### src/design/adc_serial_defs.svh
`ifndef ADC_SERIAL_DEFS_SVH
`define ADC_SERIAL_DEFS_SVH

// Widths.
`define RESULT_BITS       16
`define CFG_BITS          8
`define BIT_CNT_W         5
`define CFG_CNT_W         4
`define DIV_W             4
`define SETTINGS_W        8

// Timing of the internally generated serial result clock.
`define SYS_CLK_PERIOD_NS 25
`define SERIAL_RESULT_CLOCK_HALF_NS     100
`define SERIAL_RESULT_CLOCK_HALF_CYC    ((`SERIAL_RESULT_CLOCK_HALF_NS + `SYS_CLK_PERIOD_NS - 1) / `SYS_CLK_PERIOD_NS)

// Register byte offsets on the Avalon-MM slave.
`define ADDR_W            5
`define REG_CTRL          5'h00
`define REG_STATUS        5'h04
`define REG_IRQ_STATUS    5'h08
`define REG_IRQ_MASK      5'h0C
`define REG_CONFIG        5'h10

// Reset values.
`define CTRL_RESET        6'h00
`define IRQ_RESET         3'h0
`define CFG_RESET         8'h00

`endif

### src/design/adc_serial_pkg.sv
package adc_serial_pkg;

  // Control register, bit 0 upward: serial, slave, invert, polarity, rdc, coding.
  typedef struct packed {
    logic output_coding_select;
    logic read_during_convert_select;
    logic frame_polarity_select;
    logic clock_edge_invert;
    logic clock_source_select;
    logic port_type_select;
  } ctrl_s;

  // Sticky event bits, bit 0 upward: overrun, frame done, config word done.
  typedef struct packed {
    logic cfg_done;
    logic frame_done;
    logic overrun;
  } irq_s;

  // Shared pins, bit 0 upward carry parallel data bits 9 to 13.
  typedef struct packed {
    logic config_serial_in;
    logic config_source_select;
    logic read_overrun_flag;
    logic frame_marker;
    logic serial_result_clock;
  } shared_pins_s;

  typedef enum logic [2:0] {
    SH_IDLE   = 3'b001,
    SH_LOADED = 3'b010,
    SH_SHIFT  = 3'b100
  } shift_state_e;

endpackage

### src/design/adc_serial_port.sv
// The register offsets and register access over Avalon-MM were decided locally.
`timescale 1ns/100ps
`include "adc_serial_defs.svh"
module adc_serial_port (
  // Clock and reset
  input  wire logic                        sys_clk_i,
  input  wire logic                        srst_i,
  // Avalon-MM slave
  input  wire logic [`ADDR_W-1:0]          avs_address_i,
  input  wire logic                        avs_read_i,
  input  wire logic                        avs_write_i,
  input  wire logic [3:0]                  avs_byteenable_i,
  input  wire logic [31:0]                 avs_writedata_i,
  output logic      [31:0]                 avs_readdata_o,
  output logic                             avs_waitrequest_o,
  // Conversion core
  input  wire logic                        conv_start_i,
  input  wire logic                        conv_done_i,
  input  wire logic [`RESULT_BITS-1:0]     conv_result_i,
  input  wire logic [`SETTINGS_W-1:0]      hw_settings_i,
  output logic      [`SETTINGS_W-1:0]      active_settings_o,
  // Shared pins
  input  wire adc_serial_pkg::shared_pins_s shared_pin_i,
  output adc_serial_pkg::shared_pins_s      shared_pin_o,
  output adc_serial_pkg::shared_pins_s      shared_pin_oe_o,
  // Dedicated serial pins
  output logic                             serial_result_out_o,
  input  wire logic                        config_serial_clock_i,
  input  wire logic                        config_port_select_i,
  // Interrupt
  output logic                             irq_o
);

  localparam logic [`DIV_W-1:0]     DIV_LAST = `DIV_W'(`SERIAL_RESULT_CLOCK_HALF_CYC - 1);
  localparam logic [`BIT_CNT_W-1:0] BIT_LAST = `BIT_CNT_W'(`RESULT_BITS - 1);
  localparam logic [`CFG_CNT_W-1:0] CFG_LAST = `CFG_CNT_W'(`CFG_BITS - 1);

  adc_serial_pkg::ctrl_s        ctrl;
  adc_serial_pkg::irq_s         irq_status;
  adc_serial_pkg::irq_s         irq_mask;
  adc_serial_pkg::irq_s         irq_set;
  adc_serial_pkg::shift_state_e state;
  adc_serial_pkg::shift_state_e next_state;

  logic [4:0]                   sync_level;
  logic [4:0]                   sync_change;
  logic                         serial_result_clock_lvl_in;
  logic                         config_source_select_lvl;
  logic                         config_serial_in_lvl;
  logic                         config_serial_clock_lvl;
  logic                         config_port_select_lvl;
  logic                         serial_mode;
  logic                         slave_mode;
  logic                         active_lvl;
  logic                         slave_edge;
  logic                         slave_upd;
  logic                         master_load;
  logic                         bus_req;
  logic                         bus_do;
  logic                         ctrl_wr;
  logic [`RESULT_BITS-1:0]      coded;
  logic [`RESULT_BITS-1:0]      prev_result;
  logic [`RESULT_BITS-1:0]      shift_reg;
  logic [`RESULT_BITS-1:0]      next_shift;
  logic [`BIT_CNT_W-1:0]        bit_cnt;
  logic [`BIT_CNT_W-1:0]        next_bit_cnt;
  logic [`DIV_W-1:0]            div_cnt;
  logic [`DIV_W-1:0]            next_div_cnt;
  logic                         sclk_lvl;
  logic                         next_sclk_lvl;
  logic                         next_overrun;
  logic                         next_frame_done;
  logic [`CFG_BITS-1:0]         cfg_shift;
  logic [`CFG_BITS-1:0]         cfg_reg;
  logic [`CFG_CNT_W-1:0]        cfg_cnt;
  logic                         cfg_en;
  logic                         cfg_done;

  //////////////////////////////////////////////////////////////////////////////////////////////

  pin_sync #(
    .WIDTH (5)
  ) u_pin_sync (
    .sys_clk_i (sys_clk_i),
    .srst_i    (srst_i),
    .async_i   ({config_port_select_i, config_serial_clock_i,
                 shared_pin_i.config_serial_in, shared_pin_i.config_source_select,
                 shared_pin_i.serial_result_clock}),
    .level_o   (sync_level),
    .change_o  (sync_change)
  );

  assign serial_result_clock_lvl_in = sync_level[0];
  assign config_source_select_lvl    = sync_level[1];
  assign config_serial_in_lvl     = sync_level[2];
  assign config_serial_clock_lvl    = sync_level[3];
  assign config_port_select_lvl     = sync_level[4];
  assign serial_mode  = ctrl.port_type_select;
  assign slave_mode   = ctrl.clock_source_select;
  // The updating edge is the one whose new level equals the inverse of the invert bit.
  assign active_lvl   = ~ctrl.clock_edge_invert;
  assign slave_edge   = serial_mode & slave_mode & sync_change[0];
  assign slave_upd    = slave_edge & (serial_result_clock_lvl_in == active_lvl);
  assign coded        = {conv_result_i[`RESULT_BITS-1] ^ ctrl.output_coding_select,
                         conv_result_i[`RESULT_BITS-2:0]};
  assign master_load  = serial_mode & ~slave_mode &
                        (ctrl.read_during_convert_select ? conv_start_i : conv_done_i);

  //////////////////////////////////////////////////////////////////////////////////////////////

  always_ff @(posedge sys_clk_i) begin
    if (srst_i) begin
      prev_result <= '0;
    end else if (conv_done_i) begin
      prev_result <= coded;
    end
  end

  always_comb begin
    next_state      = state;
    next_shift      = shift_reg;
    next_bit_cnt    = bit_cnt;
    next_div_cnt    = div_cnt;
    next_sclk_lvl   = sclk_lvl;
    next_overrun    = 1'b0;
    next_frame_done = 1'b0;
    case (state)
      adc_serial_pkg::SH_IDLE: begin
        next_sclk_lvl = active_lvl;
        next_div_cnt  = '0;
        if (master_load) begin
          next_shift   = ctrl.read_during_convert_select ? prev_result : coded;
          next_bit_cnt = '0;
          next_state   = adc_serial_pkg::SH_SHIFT;
        end else if (serial_mode && slave_mode && conv_done_i) begin
          next_shift   = coded;
          next_bit_cnt = '0;
          next_state   = adc_serial_pkg::SH_LOADED;
        end
      end
      adc_serial_pkg::SH_LOADED: begin
        if (conv_done_i) begin
          next_shift = coded;
        end else if (slave_edge) begin
          next_state = adc_serial_pkg::SH_SHIFT;
          if (slave_upd) begin
            next_shift   = {shift_reg[`RESULT_BITS-2:0], 1'b0};
            next_bit_cnt = bit_cnt + `BIT_CNT_W'(1);
          end
        end
      end
      adc_serial_pkg::SH_SHIFT: begin
        if (!slave_mode) begin
          if (div_cnt == DIV_LAST) begin
            next_div_cnt  = '0;
            next_sclk_lvl = ~sclk_lvl;
            if (~sclk_lvl == active_lvl) begin
              next_shift   = {shift_reg[`RESULT_BITS-2:0], 1'b0};
              next_bit_cnt = bit_cnt + `BIT_CNT_W'(1);
              if (bit_cnt == BIT_LAST) begin
                next_state      = adc_serial_pkg::SH_IDLE;
                next_frame_done = 1'b1;
              end
            end
          end else begin
            next_div_cnt = div_cnt + `DIV_W'(1);
          end
        end else begin
          if (slave_upd) begin
            next_shift   = {shift_reg[`RESULT_BITS-2:0], 1'b0};
            next_bit_cnt = bit_cnt + `BIT_CNT_W'(1);
          end
          if (slave_upd && bit_cnt == BIT_LAST) begin
            next_frame_done = 1'b1;
            next_state      = adc_serial_pkg::SH_IDLE;
            if (conv_done_i) begin
              next_shift   = coded;
              next_bit_cnt = '0;
              next_state   = adc_serial_pkg::SH_LOADED;
            end
          end else if (conv_done_i) begin
            next_overrun = 1'b1;
            next_shift   = coded;
            next_bit_cnt = '0;
            next_state   = adc_serial_pkg::SH_LOADED;
          end
        end
      end
      default: begin
        next_state = adc_serial_pkg::SH_IDLE;
      end
    endcase
    // Any change of mode abandons a frame rather than finishing it in a foreign mode.
    if (!serial_mode || ctrl_wr) begin
      next_state   = adc_serial_pkg::SH_IDLE;
      next_bit_cnt = '0;
    end
  end

  always_ff @(posedge sys_clk_i) begin
    if (srst_i) begin
      state     <= adc_serial_pkg::SH_IDLE;
      shift_reg <= '0;
      bit_cnt   <= '0;
      div_cnt   <= '0;
      sclk_lvl  <= 1'b1;
    end else begin
      state     <= next_state;
      shift_reg <= next_shift;
      bit_cnt   <= next_bit_cnt;
      div_cnt   <= next_div_cnt;
      sclk_lvl  <= next_sclk_lvl;
    end
  end

  //////////////////////////////////////////////////////////////////////////////////////////////

  // Pins are registered from the next values so clock, marker and data move together.
  always_ff @(posedge sys_clk_i) begin
    if (srst_i) begin
      shared_pin_o        <= '0;
      shared_pin_oe_o     <= '0;
      serial_result_out_o <= 1'b0;
    end else if (!serial_mode) begin
      shared_pin_o        <= prev_result[13:9];
      shared_pin_oe_o     <= '1;
      serial_result_out_o <= 1'b0;
    end else begin
      serial_result_out_o                  <= next_shift[`RESULT_BITS-1];
      shared_pin_o.serial_result_clock     <= next_sclk_lvl;
      shared_pin_oe_o.serial_result_clock  <= ~slave_mode;
      shared_pin_o.frame_marker            <= ctrl.frame_polarity_select ^
                                              (next_state == adc_serial_pkg::SH_SHIFT);
      shared_pin_oe_o.frame_marker         <= ~slave_mode;
      shared_pin_o.read_overrun_flag       <= next_overrun;
      shared_pin_oe_o.read_overrun_flag    <= slave_mode;
      shared_pin_o.config_source_select    <= 1'b0;
      shared_pin_oe_o.config_source_select <= 1'b0;
      shared_pin_o.config_serial_in        <= 1'b0;
      shared_pin_oe_o.config_serial_in     <= 1'b0;
    end
  end

  //////////////////////////////////////////////////////////////////////////////////////////////

  assign cfg_en   = serial_mode & ~config_source_select_lvl & config_port_select_lvl;
  assign cfg_done = cfg_en & sync_change[3] & (config_serial_clock_lvl == active_lvl) & (cfg_cnt == CFG_LAST);

  always_ff @(posedge sys_clk_i) begin
    if (srst_i) begin
      cfg_shift <= '0;
      cfg_cnt   <= '0;
      cfg_reg   <= `CFG_RESET;
    end else if (!cfg_en) begin
      cfg_cnt <= '0;
    end else if (sync_change[3] && config_serial_clock_lvl == active_lvl) begin
      cfg_shift <= {cfg_shift[`CFG_BITS-2:0], config_serial_in_lvl};
      if (cfg_done) begin
        cfg_reg <= {cfg_shift[`CFG_BITS-2:0], config_serial_in_lvl};
        cfg_cnt <= '0;
      end else begin
        cfg_cnt <= cfg_cnt + `CFG_CNT_W'(1);
      end
    end
  end

  always_ff @(posedge sys_clk_i) begin
    if (srst_i) begin
      active_settings_o <= '0;
    end else if (serial_mode && !config_source_select_lvl) begin
      active_settings_o <= cfg_reg;
    end else begin
      active_settings_o <= hw_settings_i;
    end
  end

  //////////////////////////////////////////////////////////////////////////////////////////////

  assign bus_req = avs_read_i | avs_write_i;
  assign bus_do  = bus_req & ~avs_waitrequest_o;
  assign ctrl_wr = bus_do & avs_write_i & avs_byteenable_i[0] & (avs_address_i == `REG_CTRL);
  assign irq_set = '{cfg_done: cfg_done, frame_done: next_frame_done, overrun: next_overrun};

  // Every access waits exactly one cycle; the read word is captured while waiting.
  always_ff @(posedge sys_clk_i) begin
    if (srst_i) begin
      avs_waitrequest_o <= 1'b1;
      avs_readdata_o    <= '0;
    end else begin
      avs_waitrequest_o <= ~(bus_req & avs_waitrequest_o);
      if (bus_req && avs_waitrequest_o && avs_read_i) begin
        case (avs_address_i)
          `REG_CTRL:       avs_readdata_o <= 32'(ctrl);
          `REG_STATUS:     avs_readdata_o <= 32'({cfg_cnt, config_source_select_lvl,
                                                  state == adc_serial_pkg::SH_LOADED,
                                                  state == adc_serial_pkg::SH_SHIFT});
          `REG_IRQ_STATUS: avs_readdata_o <= 32'(irq_status);
          `REG_IRQ_MASK:   avs_readdata_o <= 32'(irq_mask);
          `REG_CONFIG:     avs_readdata_o <= 32'(cfg_reg);
          default:         avs_readdata_o <= '0;
        endcase
      end
    end
  end

  always_ff @(posedge sys_clk_i) begin
    if (srst_i) begin
      ctrl     <= `CTRL_RESET;
      irq_mask <= `IRQ_RESET;
    end else if (bus_do && avs_write_i && avs_byteenable_i[0]) begin
      if (avs_address_i == `REG_CTRL) begin
        ctrl <= avs_writedata_i[5:0];
      end
      if (avs_address_i == `REG_IRQ_MASK) begin
        irq_mask <= avs_writedata_i[2:0];
      end
    end
  end

  // A new event wins over a write-one clear in the same cycle.
  always_ff @(posedge sys_clk_i) begin
    if (srst_i) begin
      irq_status <= `IRQ_RESET;
      irq_o      <= 1'b0;
    end else begin
      if (bus_do && avs_write_i && avs_byteenable_i[0] && avs_address_i == `REG_IRQ_STATUS) begin
        irq_status <= (irq_status & ~avs_writedata_i[2:0]) | irq_set;
      end else begin
        irq_status <= irq_status | irq_set;
      end
      irq_o <= |(irq_status & irq_mask);
    end
  end

endmodule

### src/design/pin_sync.sv
`timescale 1ns/100ps
module pin_sync #(
  parameter int WIDTH = 1
) (
  // Clock and reset
  input  wire logic             sys_clk_i,
  input  wire logic             srst_i,
  // Asynchronous inputs
  input  wire logic [WIDTH-1:0] async_i,
  // Filtered level and one-cycle change strobe
  output logic      [WIDTH-1:0] level_o,
  output logic      [WIDTH-1:0] change_o
);

  logic [WIDTH-1:0] stage1;
  logic [WIDTH-1:0] stage2;
  logic [WIDTH-1:0] stage3;
  logic [WIDTH-1:0] held;
  logic [WIDTH-1:0] agree;

  always_ff @(posedge sys_clk_i) begin
    if (srst_i) begin
      stage1 <= '0;
      stage2 <= '0;
      stage3 <= '0;
    end else begin
      stage1 <= async_i;
      stage2 <= stage1;
      stage3 <= stage2;
    end
  end

  // A new level only counts once the second and third stages agree.
  assign agree    = ~(stage2 ^ stage3);
  assign level_o  = (agree & stage3) | (~agree & held);
  assign change_o = level_o ^ held;

  always_ff @(posedge sys_clk_i) begin
    if (srst_i) begin
      held <= '0;
    end else begin
      held <= level_o;
    end
  end

endmodule

### config.mk
export PLATFORM = sky130hd
export DESIGN_NAME = adc_serial_port
export DESIGN_NICKNAME = d
export VERILOG_FILES = /design/src/design/adc_serial_pkg.sv /design/src/design/adc_serial_port.sv /design/src/design/pin_sync.sv
export VERILOG_INCLUDE_DIRS = /design/src /design/src/design
export SDC_FILE = /design/constraint.sdc
export NUM_CORES = 1
export LEC_CHECK = 0
export ABC_CLOCK_PERIOD_IN_PS = 4000
export BUFFER_PORTS_ARGS = -buffer_cell sky130_fd_sc_hd__buf_2
export CAP_MARGIN = 30
export CORE_MARGIN = 2
export CORE_UTILIZATION = 59
export DETAILED_ROUTE_END_ITERATION = 10
export PLACE_DENSITY = 0.85
export SLEW_MARGIN = 20
export SYNTH_ARGS = -nofsm -noshare
export SYNTH_HDL_FRONTEND = slang
export SYNTH_SLANG_ARGS = --single-unit
export TNS_END_PERCENT = 30
### constraint.sdc
create_clock -name sys_clk_i -period 4 [get_ports sys_clk_i]
set_input_delay 1 -clock sys_clk_i [delete_from_list [all_inputs] [get_ports sys_clk_i]]
set_output_delay 1 -clock sys_clk_i [all_outputs]
set_load 0.005 [all_outputs]
; Word level (Yosys, flattened, before mapping)
; Cells that the tools add are included.
[word_totals]
register_bits = 149
inputBits = 78
out_inout_bits = 53
elab_cells = 188
[op_classes]
add_sub_neg = 3
n_eq_ne = 21
muxes = 57
bitwise_logic = 38
n_reduce_logical = 28
[ops]
columns = cell, count
row1 = two-way mux 16 bit, 10
row2 = two-way mux 5 bit, 10
row3 = case mux 16 bit (3 select lines), 1
row4 = case mux 8 bit (5 select lines), 1
row5 = two-way mux 3 bit, 13
row6 = AND 1 bit, 15
row7 = equality test 5 x 4 -> 1 bit (second input constant), 3
row8 = case mux 5 bit (3 select lines), 1
row9 = two-way mux 1 bit, 13
row10 = two-way mux 4 bit, 3
row11 = != test 3 bit (second input constant), 4
row12 = AND 5 bit, 2
row13 = logical AND 1 bit, 10
row14 = NOT 5 bit, 2
row15 = case mux 3 bit (3 select lines), 1
row16 = adder 4 x 1 -> 4 bit (second input constant), 2
row17 = two-way mux 8 bit, 1
row18 = NOT 1 bit, 8
row19 = case mux 4 bit (2 select lines), 1
row20 = AND reduction 2 bit, 4
row21 = OR reduction 2 bit, 4
row22 = AND 3 bit, 2
row23 = equality test 3 bit (second input constant), 2
row24 = != test 2 bit (second input constant), 3
row25 = 26 further kinds, 31

; Longest topological paths before layout
[depth]
word_depth = 16
ltp_mapped = 8
depth_no_buf = 6

; Modules after synthesis
; Synthesis repeated with hierarchy kept, for this count alone.
[unflattened]
cells_unflattened = 689
hier_area_um2 = 6177.2
[modules_own_cells]
columns = module, n_inst, cells_each, area_each_um2, seq_area_each_um2
row1 = adc_serial_port, 1, 627, 5454.0, 2062.0
row2 = pin_sync, 1, 62, 723.2, 400.4

; Worst setup path before layout
; Ideal clock, no wire load.
[synth_path]
path_type = in2reg
start = input port avs_address_i[1]
end = register bit_cnt[4]
setup_time_ns = 0.123
arrival_ns = 2.317
t_required_ns = 3.877
slack_ns = 1.560
path_stages = 5
n_path_buf = 0
path_cell_list = or3_1 -> o41ai_1 -> nor2_1 -> inv_1 -> o32ai_2
[synth_between]
elab_chain_cells = 4
[synth_lines]
columns = item, line_no
row1 = start: declaration, adc_serial_port.sv:9  ; input wire logic [`ADDR_W-1:0] avs_address_i,
row2 = logical NOT 5 bit, n/a
row3 = AND 1 bit, adc_serial_port.sv:281  ; assign ctrl_wr = bus_do & avs_write_i & avs_byteenable_i[0] & (avs_address_i == `REG_CTRL);
row4 = logical OR 1 bit, adc_serial_port.sv:194  ; if (!serial_mode || ctrl_wr) begin
row5 = OR reduction 2 bit (no source line), n/a
row6 = end signal: assignment, adc_serial_port.sv:210  ; bit_cnt <= next_bit_cnt;
row7 = end: declaration, adc_serial_port.sv:65  ; logic [`BIT_CNT_W-1:0] bit_cnt;
; Every way passes these cells.
; A chain may end at the register's enable or synchronous reset.

; Worst setup path after layout
[layout_path]
start = register ctrl (netlist bit slave_mode)
end = register shift_reg[8]
[layout_between]
elab_chain_cells = 7
word_cells_on_any_way = 20
cone_classes = 4 x eq/ne / 7 x mux / 6 x bitwise / 3 x reduce/logical
[layout_lines]
columns = item, line_no
row1 = start: declaration, adc_serial_port.sv:38  ; adc_serial_pkg::ctrl_s ctrl;
row2 = start signal: assignment, adc_serial_port.sv:308  ; ctrl <= `CTRL_RESET;
row3 = start signal: assignment, adc_serial_port.sv:312  ; ctrl <= avs_writedata_i[5:0];
row4 = AND 1 bit (2 in series), adc_serial_port.sv:102  ; assign slave_edge = serial_mode & slave_mode & sync_change[0];
row5 = AND 1 bit, adc_serial_port.sv:103  ; assign slave_upd = slave_edge & (serial_result_clock_lvl_in == active_lvl);
row6 = two-way mux 16 bit, n/a
row7 = two-way mux 16 bit (on tied branches) (2 in series), n/a
row8 = case mux 16 bit (3 select lines), adc_serial_port.sv:127  ; case (state)
row9 = end signal: assignment, adc_serial_port.sv:209  ; shift_reg <= next_shift;
row10 = end: declaration, adc_serial_port.sv:63  ; logic [`RESULT_BITS-1:0] shift_reg;
; Parallel ways exist; a longest one is shown, timed or not. The select of a mux whose other input is x is not followed.

==> impl_results.md <==
* Status: complete, no violations
* CP Class: reg -> reg
* Fin. Hold Viols at 0
* Critical path fanouts, max at 21
* Root Buffer: clkbuf_8
* Seq/Total Area, Yosys at 0.390
* Critical-path top delay cell: dfxtp_1
* Worst setup EP type: register
* Flops & latches, synth at around 120
* CTS tree: yes
* Count of buffer and inverter cells on the critical path at 0
* F_max at 347 MHz
* Rows at 37
* Fill cells at 824
* Largest stage delay, worst path at 0.87 ns
* Reg-to-reg startpoint: slave_mode
* Vias at approximately 5500
* Worst Hold Class: reg -> reg
* CP delay by family, top: simple AND/OR/NAND/NOR gates
* Post-CTS Setup Bufs at 0
* Vias in the first global route at 5236
* Post-CTS Resized at 0
* Mapped Area at 0.00631 mm²
* Distinct cells, synth at 75
* VDD IR max at 0.250 mV
* Routed length per instance at 17.5 µm
* DIE WIDTH at around 110 µm
* Area of the multi-input gates at 0.00347 mm²
* CTS Buf Count at 17
* Final cycle utilization of the critical path at 0.720
* DIE AREA at around 0.012 mm²
* Crit. Startpoint: slave_mode
* CP Data Arrival Time at 3.25 ns
* Core footprint at 0.0104 mm²
* Critical Path RT at 4.37 ns
* Placed wire-length estimate at 10500 µm
* RSZ-0062 raised after global routing: no
* Hold_buf cts at 0
* Reg area at 0.00246 mm²
* First-pass GRT wire length at roughly 25000 µm
* Setup TNS at 0 ns
* Layout cells sized above 1 at 0.212
* Post-Syn Instances at 687
* H-tree levels at 4
* Clock latency on the worst-skew pair at between 0.5 and 0.6 ns
* Area growth, synth to finish at 13.0%
* Post-route ant nets at 0
* P_leak at 2.84 nW
* CTS max path bufs at 2
* GPL Wtd Cong at 0.898
* EDFF count, synth at 0
* Max_cap viols at 0
* Die Y at roughly 110 µm
* I/O pin total at 131
* Pre-CTS setup slack at between 1 and 1.5 ns
* Largest net degree at the start of global routing at slightly above 60
* CTS sink count at about 120
* Crit path time final at between 2 and 3 ns
* Final Max Slew Viols at 0
* GRT overflow at 0
* Final net count at between 800 and 900
* Setup violators final at 0
* Fraction of registers with async set/reset at 0
* CP Cell Sequence: and2_1, o21ai_0, nand3_1, and2_4, a311oi_2
* CTS clk-pin slew, worst paths at around 0.060 ns
* Flop2flop setup slack at 1.12 ns
* Crit path launch type: register
* Pwr dens at 401 mW/mm²
* Initial antenna violation count at 0
* Rel. slew slack at 0.427
* Iter 0 DRT Violations at 503
* Antenna Cells at 0
* Total global-route track usage at 0.277
* Starting density of the core at 0.609
* DR pass1 iterations at 5
* Main synth FF type: dfxtp_1
* Slew @ Worst Pin at 0.859 ns
* Hold_sp: u_pin_sync.stage1[4]
* Yosys warning total at 0
* Clk_skew at 0.00809 ns
* Residual DRC count at 0
* Post-route setup slack at 1.12 ns
* Total wire length at 15500 µm
* Avg Inst Size Synth at about 9.2 µm²
* Avg Vias per Cell at roughly 6.2
* IO Port Bufs at 75
-- cell usage after synthesis, types with 15 or more instances --
cell	number	area, µm²
dfxtp_1	123	2460
nor2_1	75	282
nand2_1	52	195
a21oi_1	43	215
mux2i_1	41	410
buf_4	28	210
clkbuf_1	26	97.6
nor2b_1	19	119
nand2b_1	18	113
a22oi_1	15	113
mux2_2	15	169
o211ai_1	15	113
-- layout by cell type, fill, tap and decap left out, types with 11 or more instances in the layout --
cell type / netlist / final
dfxtp_1: 123 / 123
nor2_1: 75 / 75
buf_2: 8 / 74
nand2_1: 52 / 52
a21oi_1: 43 / 43
mux2i_1: 41 / 41
conb_1: 1 / 24
nor2b_1: 19 / 19
nand2b_1: 18 / 18
clkbuf_16: 0 / 16
mux2_2: 15 / 15
o211ai_1: 15 / 15
a22oi_1: 15 / 15
a22o_1: 12 / 12
a311oi_2: 12 / 12
and3_1: 11 / 11
o21ai_0: 11 / 11
a31oi_1: 11 / 11
-- final timing paths --
kind	endpoint	cells after the start
setup / recovery	shift_reg[8]	5
hold / removal	u_pin_sync.stage2[4]	1
hold reg to reg	u_pin_sync.stage2[4]	1
setup reg to reg	shift_reg[8]	5
-- worst reg2reg max path, delay by kind of cell, from the launching register on --
kind               cells  cell delay (ns)
AOI/OAI and AO/OA      2             0.44
DFF                    1             0.87
and+or+nand+nor        3             1.43
-- through the flow --
step | instance area [µm²] | power, mW | hold slack (ns) | instances | utilization
CTS | 7130 | 2.87 | 0.441 | 886 | 0.688
floorplan | 6400 | 1.38 | 0.414 | 710 | -
global route | 7130 | 2.95 | 0.459 | 886 | 0.688
global placement | 6560 | 1.41 | 0.421 | 854 | 0.632
detailed placement | 6560 | 1.42 | 0.427 | 854 | 0.632
finish | 7130 | 2.86 | 0.435 | 886 | 0.688
-- area by class of cell --
class,instances,area share
multi-input combinational,507,0.487
sequential,123,0.345
timing repair buffer,82,0.0604
clock buffer,18,0.0600
tap,136,0.0239
clock inverter,14,0.0200
inverter,6,0.00316
-- cell families after synthesis --
logic type,after synthesis,synth area share
AO/OA/AOI/OAI,174,0.215
flip-flops,123,0.390
XOR/XNOR,6,0.00952
AND/OR/NAND/NOR,240,0.207
buffers and inverters,80,0.0732
adder cells (fa/ha/maj),7,0.0127
multiplexers,56,0.0918
other,1,0.000594
-- power breakdown --
group	switching, mW	internal, mW	leakage (nW)
clock	0.561	0.902	0.278
sequential	0.0119	1.25	1.00
combinational	0.0795	0.0507	1.56
-- layer usage --
metal / track usage / wire length [µm] / vias to the layer above
met5: 0 / 0 / -
met4: 0.122 / 308 / 0
met3: 0.0515 / 1330 / 38
met2: 0.462 / 7510 / 305
met1: 0.351 / 6390 / 2601
li1: - / - / 2573
No activity file was read; power rests on OpenSTA's default activity.
